**config.mk**
```make
export PLATFORM = sky130hd
export DESIGN_NAME = fan_monitor_control_regs
export DESIGN_NICKNAME = d
export VERILOG_FILES = /design/src/hdl/fan_ctrl_pkg.sv /design/src/hdl/fan_monitor_control_regs.sv
export SDC_FILE = /design/constraint.sdc
export NUM_CORES = 1
export LEC_CHECK = 0
export CAP_MARGIN = 20
export CORE_MARGIN = 5
export CORE_UTILIZATION = 67
export CTS_CLUSTER_DIAMETER = 80
export DETAILED_ROUTE_END_ITERATION = 10
export DONT_BUFFER_PORTS = 1
export HOLD_SLACK_MARGIN = 0.03
export PLACE_DENSITY = 0.89
export SKIP_LAST_GASP = 1
export SLEW_MARGIN = 30
export SYNTH_ARGS = -nofsm -noshare
export SYNTH_HDL_FRONTEND = slang
export SYNTH_SLANG_ARGS = --single-unit
```
**constraint.sdc**
```tcl
create_clock -name clk_sys -period 2.2 [get_ports clk_sys]
set_input_delay 0.44 -clock clk_sys [delete_from_list [all_inputs] [get_ports clk_sys]]
set_output_delay 0.44 -clock clk_sys [all_outputs]
set_load 0.03 [all_outputs]
```
**src/hdl/fan_ctrl_pkg.sv**
```systemverilog
// Package: register map, field layout and types of the fan control bank
// -----------------------------------------------------------------------
// -----------------------------------------------------------------------
package fan_ctrl_pkg;

  // -------------------------------------------------------------------
  // Register offsets
  // -------------------------------------------------------------------
  localparam logic [7:0] OFS_DUTY_FIRST  = 8'h30;
  localparam logic [7:0] OFS_VERSION     = 8'h3F;
  localparam logic [7:0] OFS_CONTROL     = 8'h40;
  localparam logic [7:0] OFS_PARAM_FIRST = 8'h5C;
  localparam logic [7:0] OFS_PARAM_LAST  = 8'h6E;

  // -------------------------------------------------------------------
  // Field layout and values
  // -------------------------------------------------------------------
  localparam int          CTL_START_BIT = 0;
  localparam int          CTL_LOCK_BIT  = 1;
  localparam int          CTL_READY_BIT = 2;
  localparam int          CTL_FORCE_BIT = 3;
  localparam logic [7:0]  CTL_RESERVED  = 8'h00;
  localparam logic [3:0]  REV_SUPERSET  = 4'h8;
  localparam logic [7:0]  DUTY_FULL     = 8'hFF;
  localparam logic [7:0]  DUTY_OFF      = 8'h00;
  localparam logic [7:0]  READ_NONE     = 8'h00;
  localparam int          PWM_CHANNELS  = 3;

  // -------------------------------------------------------------------
  // Types
  // -------------------------------------------------------------------
  typedef struct packed {
    logic [7:0] addr;
    logic       wr;
    logic       rd;
    logic [7:0] wdata;
  } reg_req_t;

  typedef struct packed {
    logic                          start;
    logic                          lock;
    logic                          ready;
    logic                          pwmFullDutyForce;
    logic [PWM_CHANNELS-1:0][7:0]  duty;
    logic [7:0]                    rdata;
  } ctl_state_t;

endpackage

```
**src/hdl/fan_monitor_control_regs.sv**
```systemverilog
// Identity and global fan control registers with duty and limit gating
`timescale 1ns/1ns
module fan_monitor_control_regs
#(
  parameter logic [3:0] DEVICE_NUMBER = 4'h3, // Arbitrary value
  parameter logic [2:0] SILICON_REV   = 3'h1  // Arbitrary value
)
(
  // Clock and reset
  input  wire logic                              clk_sys,
  input  wire logic                              rstn,
  // Register access from the serial bus engine
  input  wire fan_ctrl_pkg::reg_req_t            regReq,
  output logic [7:0]                             regRdata,
  // Converter health
  input  wire logic                              convertersOk,
  // Fan algorithm side
  input  wire logic [fan_ctrl_pkg::PWM_CHANNELS-1:0][7:0] algoDuty,
  input  wire logic                              algoUpdate,
  input  wire logic [fan_ctrl_pkg::PWM_CHANNELS-1:0] pwmDisabled,
  // Parameter set control
  output logic                                   useProgrammed,
  output logic                                   paramWrite,
  output logic                                   paramLocked,
  // PWM duty per output
  output logic [fan_ctrl_pkg::PWM_CHANNELS-1:0][7:0] pwmDuty
);
  import fan_ctrl_pkg::*;

  // ---------------------------------------------------------------------
  // Decode helpers
  // ---------------------------------------------------------------------
  function automatic logic inParamRange(input logic [7:0] a);
    inParamRange = (a >= OFS_PARAM_FIRST) && (a <= OFS_PARAM_LAST);
  endfunction

  function automatic logic [7:0] ctlByte(input ctl_state_t s);
    logic [7:0] b;
    b = CTL_RESERVED;
    b[CTL_START_BIT] = s.start;
    b[CTL_LOCK_BIT]  = s.lock;
    b[CTL_READY_BIT] = s.ready;
    b[CTL_FORCE_BIT] = s.pwmFullDutyForce;
    ctlByte = b;
  endfunction

  ctl_state_t state;
  ctl_state_t next_state;
  logic [7:0] versionByte;
  logic       ctlWrite;

  assign versionByte = {DEVICE_NUMBER, REV_SUPERSET | {1'b0, SILICON_REV}};
  assign ctlWrite    = regReq.wr && (regReq.addr == OFS_CONTROL);

  // ---------------------------------------------------------------------
  // Next state
  // ---------------------------------------------------------------------
  always_comb
  begin
    next_state = state;
    // Start is written regardless of lock
    if (ctlWrite)
    begin
      next_state.start = regReq.wdata[CTL_START_BIT];
      next_state.pwmFullDutyForce = regReq.wdata[CTL_FORCE_BIT];
      if (!state.lock)
      begin
        next_state.lock = regReq.wdata[CTL_LOCK_BIT];
      end
    end
    // Ready only ever rises; a later converter fault does not drop it
    if (convertersOk)
    begin
      next_state.ready = 1'b1;
    end
    // Duty follows the algorithm only once started
    if (state.start && algoUpdate)
    begin
      next_state.duty = algoDuty;
    end
    // Read data, unmapped offsets answer zero; version has no write path
    next_state.rdata = READ_NONE;
    if (regReq.rd)
    begin
      if (regReq.addr == OFS_VERSION)
      begin
        next_state.rdata = versionByte;
      end
      else if (regReq.addr == OFS_CONTROL)
      begin
        next_state.rdata = ctlByte(state);
      end
      else
      begin
        for (int i = 0; i < PWM_CHANNELS; i++)
        begin
          if (regReq.addr == OFS_DUTY_FIRST + 8'(i))
          begin
            next_state.rdata = state.duty[i];
          end
        end
      end
    end
  end

  always_ff @(posedge clk_sys or negedge rstn)
  begin
    if (!rstn)
    begin
      state.start            <= 1'b0;
      state.lock             <= 1'b0;
      state.ready            <= 1'b0;
      state.pwmFullDutyForce <= 1'b0;
      state.duty             <= {PWM_CHANNELS{DUTY_FULL}};
      state.rdata            <= READ_NONE;
    end
    else
    begin
      state <= next_state;
    end
  end

  // ---------------------------------------------------------------------
  // Outputs
  // ---------------------------------------------------------------------
  // Limit storage lives outside; only the write strobe is gated here, so
  // toggling start can never disturb the stored values.
  assign useProgrammed = state.start;
  assign paramLocked   = state.lock;
  assign paramWrite    = regReq.wr && inParamRange(regReq.addr)
                         && !state.lock;
  assign regRdata      = state.rdata;

  always_comb
  begin
    for (int i = 0; i < PWM_CHANNELS; i++)
    begin
      if (state.pwmFullDutyForce)
      begin
        pwmDuty[i] = DUTY_FULL;
      end
      else if (pwmDisabled[i])
      begin
        pwmDuty[i] = DUTY_OFF;
      end
      else
      begin
        pwmDuty[i] = state.duty[i];
      end
    end
  end

  // Per output checks; the loop keeps them in step with PWM_CHANNELS
  for (genvar ch = 0; ch < PWM_CHANNELS; ch++)
  begin : chanChecks

  end
endmodule
```
==> flow_metrics.env <==
export IMPL_synth_warning_count=0
export IMPL_r2r_slack_ns=0.79
export IMPL_grt_pass1_vias=1359
export IMPL_hold_class="input port to flip-flop"
export IMPL_clock_latency_ns=0.34
export IMPL_critPathArrivalTime_ns=1.65
export IMPL_finish_instance_area_um2=2020
export IMPL_h_tree_depth=2
export IMPL_port_buffers=0
export IMPL_wl_um=4250
export IMPL_cts_buffers=5
export IMPL_grt_max_degree=37
export IMPL_dp_hpwl_um=3250
export IMPL_crit_chain="and4_2, or3b_1, a2111oi_4, buf_4"
export IMPL_ant_nets=0
export IMPL_root_buffer="clkbuf_4"
export IMPL_grt_usage_pct=21.3
export IMPL_pre_cts_slack_ns=0.130
export IMPL_rsz0062_at_grt="false"
export IMPL_crit_path_start="regReq[11]"
export IMPL_die_area_um2=4100
export IMPL_clockBufferDepth=2
export IMPL_antenna_found_initial=0
export IMPL_clock_sinks=36
export IMPL_critPathBufInv=1
export IMPL_dr_total_vias=1345
export IMPL_setup_slack_ns=0.110
export IMPL_synth_cell_types=40
export IMPL_gr_total_overflow=0
export IMPL_synth_ff_type="dfstp_2"
export IMPL_drive_gt1_share_pct=41.9
export IMPL_nNetsFinal=216
export IMPL_wl_per_cell_um=21.5
export IMPL_worst_hold_slack_ns=0.214
export IMPL_cellLeakagePower_nw=1.02
export IMPL_critPathSlowestCell="or3b_1"
export IMPL_post_cts_setup_buffer_count=0
export IMPL_synth_nets=219
export IMPL_fp_dieW_um=64.0
export IMPL_areaGrowthSynthToFinish_pct=3.39
export IMPL_path_class="input port to output pin"
export IMPL_status="finished, final reports clean"
export IMPL_drc=0
export IMPL_drv_slew=0
export IMPL_post_route_min_period_ns=2.09
export IMPL_max_freq_mhz=478
export IMPL_path_clk_slew_ns=0.09
export IMPL_synthCells=170
export IMPL_tns_ns=0
export IMPL_syn_area_um2=1960
export IMPL_drtIter0Drc=69
export IMPL_dr_pass1_iters=6
export IMPL_n_antenna_cell=0
export IMPL_syn_area_per_cell_um2=11.5
export IMPL_cts_hold_buf=2
export IMPL_crit_fanout=15
export IMPL_coreArea_um2=2780
export IMPL_initial_core_util_pct=70.3
export IMPL_power_density_nw_per_um2=891
export IMPL_rr_startpoint="useProgrammed$_DFFE_PN0P_"
export IMPL_cp_end_kind="output pin"
export IMPL_crit_path_max_incr_delay_ns=0.40
export IMPL_slew_headroom_pct=70.3
export IMPL_synthArstFlopShare_pct=100
export IMPL_cp_start_kind="input port"
export IMPL_dpl_instance_area_um2=1940
export IMPL_worstPathRequired_ns=1.76
export IMPL_max_cap_viol_count=0
export IMPL_finalHoldViolCount=0
export IMPL_synth_ff_latch_count=36
export IMPL_synth_edf_count=0
export IMPL_die_h_um=64.0
export IMPL_grt_pass1_wl_um=6870
export IMPL_rows=19
export IMPL_io_pins=84
export IMPL_hp_start="convertersOk"
export IMPL_fin_skew_ns=0.0116
export IMPL_min_period_over_period_pct=95.0
export IMPL_critical_path_top_delay_family="simple AND/OR/NAND/NOR gates"
export IMPL_cts_resized_gates=0
export IMPL_worst_pin_slew_ns=0.440
export IMPL_finalSetupViolCount=0
export IMPL_seq_area_frac_synth_pct=47.6
export IMPL_place_congestion=0.843
export IMPL_final_cell_mix="a21o_1, mux2_2, dfstp_2, dfrtp_1, nor2_1"
export IMPL_peakVddDrop_uv=915
export IMPL_cts_tree="yes"
export IMPL_viasPerCell=6.79
## sequential cells by signal, indices dropped and copies added (netlist names)
register	count
paramLocked	1
regRdata	8
useProgrammed	1
state	26
## cell usage after synthesis (all sizes together) (2+ instances only)
cell type | n | area share [%]
o221a | 2 | 1.2
a2bb2oi | 2 | 0.90
nor4 | 2 | 0.64
nand3 | 2 | 0.51
inv | 5 | 0.96
mux2i | 2 | 1.0
nor2b | 2 | 0.64
o22ai | 2 | 0.64
a21boi | 2 | 0.77
a311o | 2 | 1.0
nand2 | 4 | 0.90
a21o | 24 | 9.2
dfstp | 24 | 32
mux2 | 26 | 15
a211oi | 2 | 0.77
or3 | 3 | 1.5
nor3 | 8 | 2.6
clkbuf | 5 | 0.96
o31ai | 2 | 0.77
dfrtp | 12 | 15
a21oi | 4 | 1.0
nor2 | 11 | 2.1
buf | 10 | 3.5
## final timing paths
path | endpoint | cells after the start
setup reg to reg | state[29]$_DFFE_PN1P_ | 3
max in group asynchronous | state[29]$_DFFE_PN1P_ | 2
min in group asynchronous | regRdata[0]$_DFF_PN0_ | 2
hold / removal | state[33]$_DFFE_PN0P_ | 1
setup / recovery | paramWrite | 4
hold reg to reg | state[33]$_DFFE_PN0P_ | 1
## where the power goes
group          total [mW]  switching [mW]  internal (mW)
Combinational       0.485           0.297          0.187
Clock               0.327           0.209          0.117
Sequential          0.990           0.115          0.875
Total                1.80           0.621           1.18
## per-layer routing
layer | up-vias | part of all wire (%) | track usage [%]
li1 | 615 | - | -
met4 | 0 | 0.73 | 8.31
met5 | - | 0 | 0
met2 | 61 | 51 | 35.6
met3 | 2 | 8.2 | 6.65
met1 | 667 | 40 | 25.4
## final cells by class
| type | instances | area [µm²] |
|---|---|---|
| clock buffers | 5 | 37.5 |
| inverters | 5 | 18.8 |
| repair buffers | 5 | 52.6 |
| fillers | 202 | 759 |
| clock inverters | 2 | 11.3 |
| multi-input cells | 114 | 932 |
| flip-flops and latches | 36 | 931 |
| well taps | 31 | 38.8 |
## kinds of logic (layout without fill, tap and decap cells)
group	Yosys count	in the layout	share of synthesized area, %
compound gates	44	44	17.5
buf+inv	20	17	5.37
flops	36	36	47.6
mux	28	28	16.4
simple gates	42	42	13.2
## stage by stage
stage	instances	utilization (%)	power, mW
finish	198	72.7	1.80
global route	198	72.7	1.90
CTS	198	72.7	1.82
detailed placement	189	69.9	1.47
global placement	189	69.9	1.45
floorplan	170	-	1.39
Note: power is estimated with default switching activity, not from simulation.
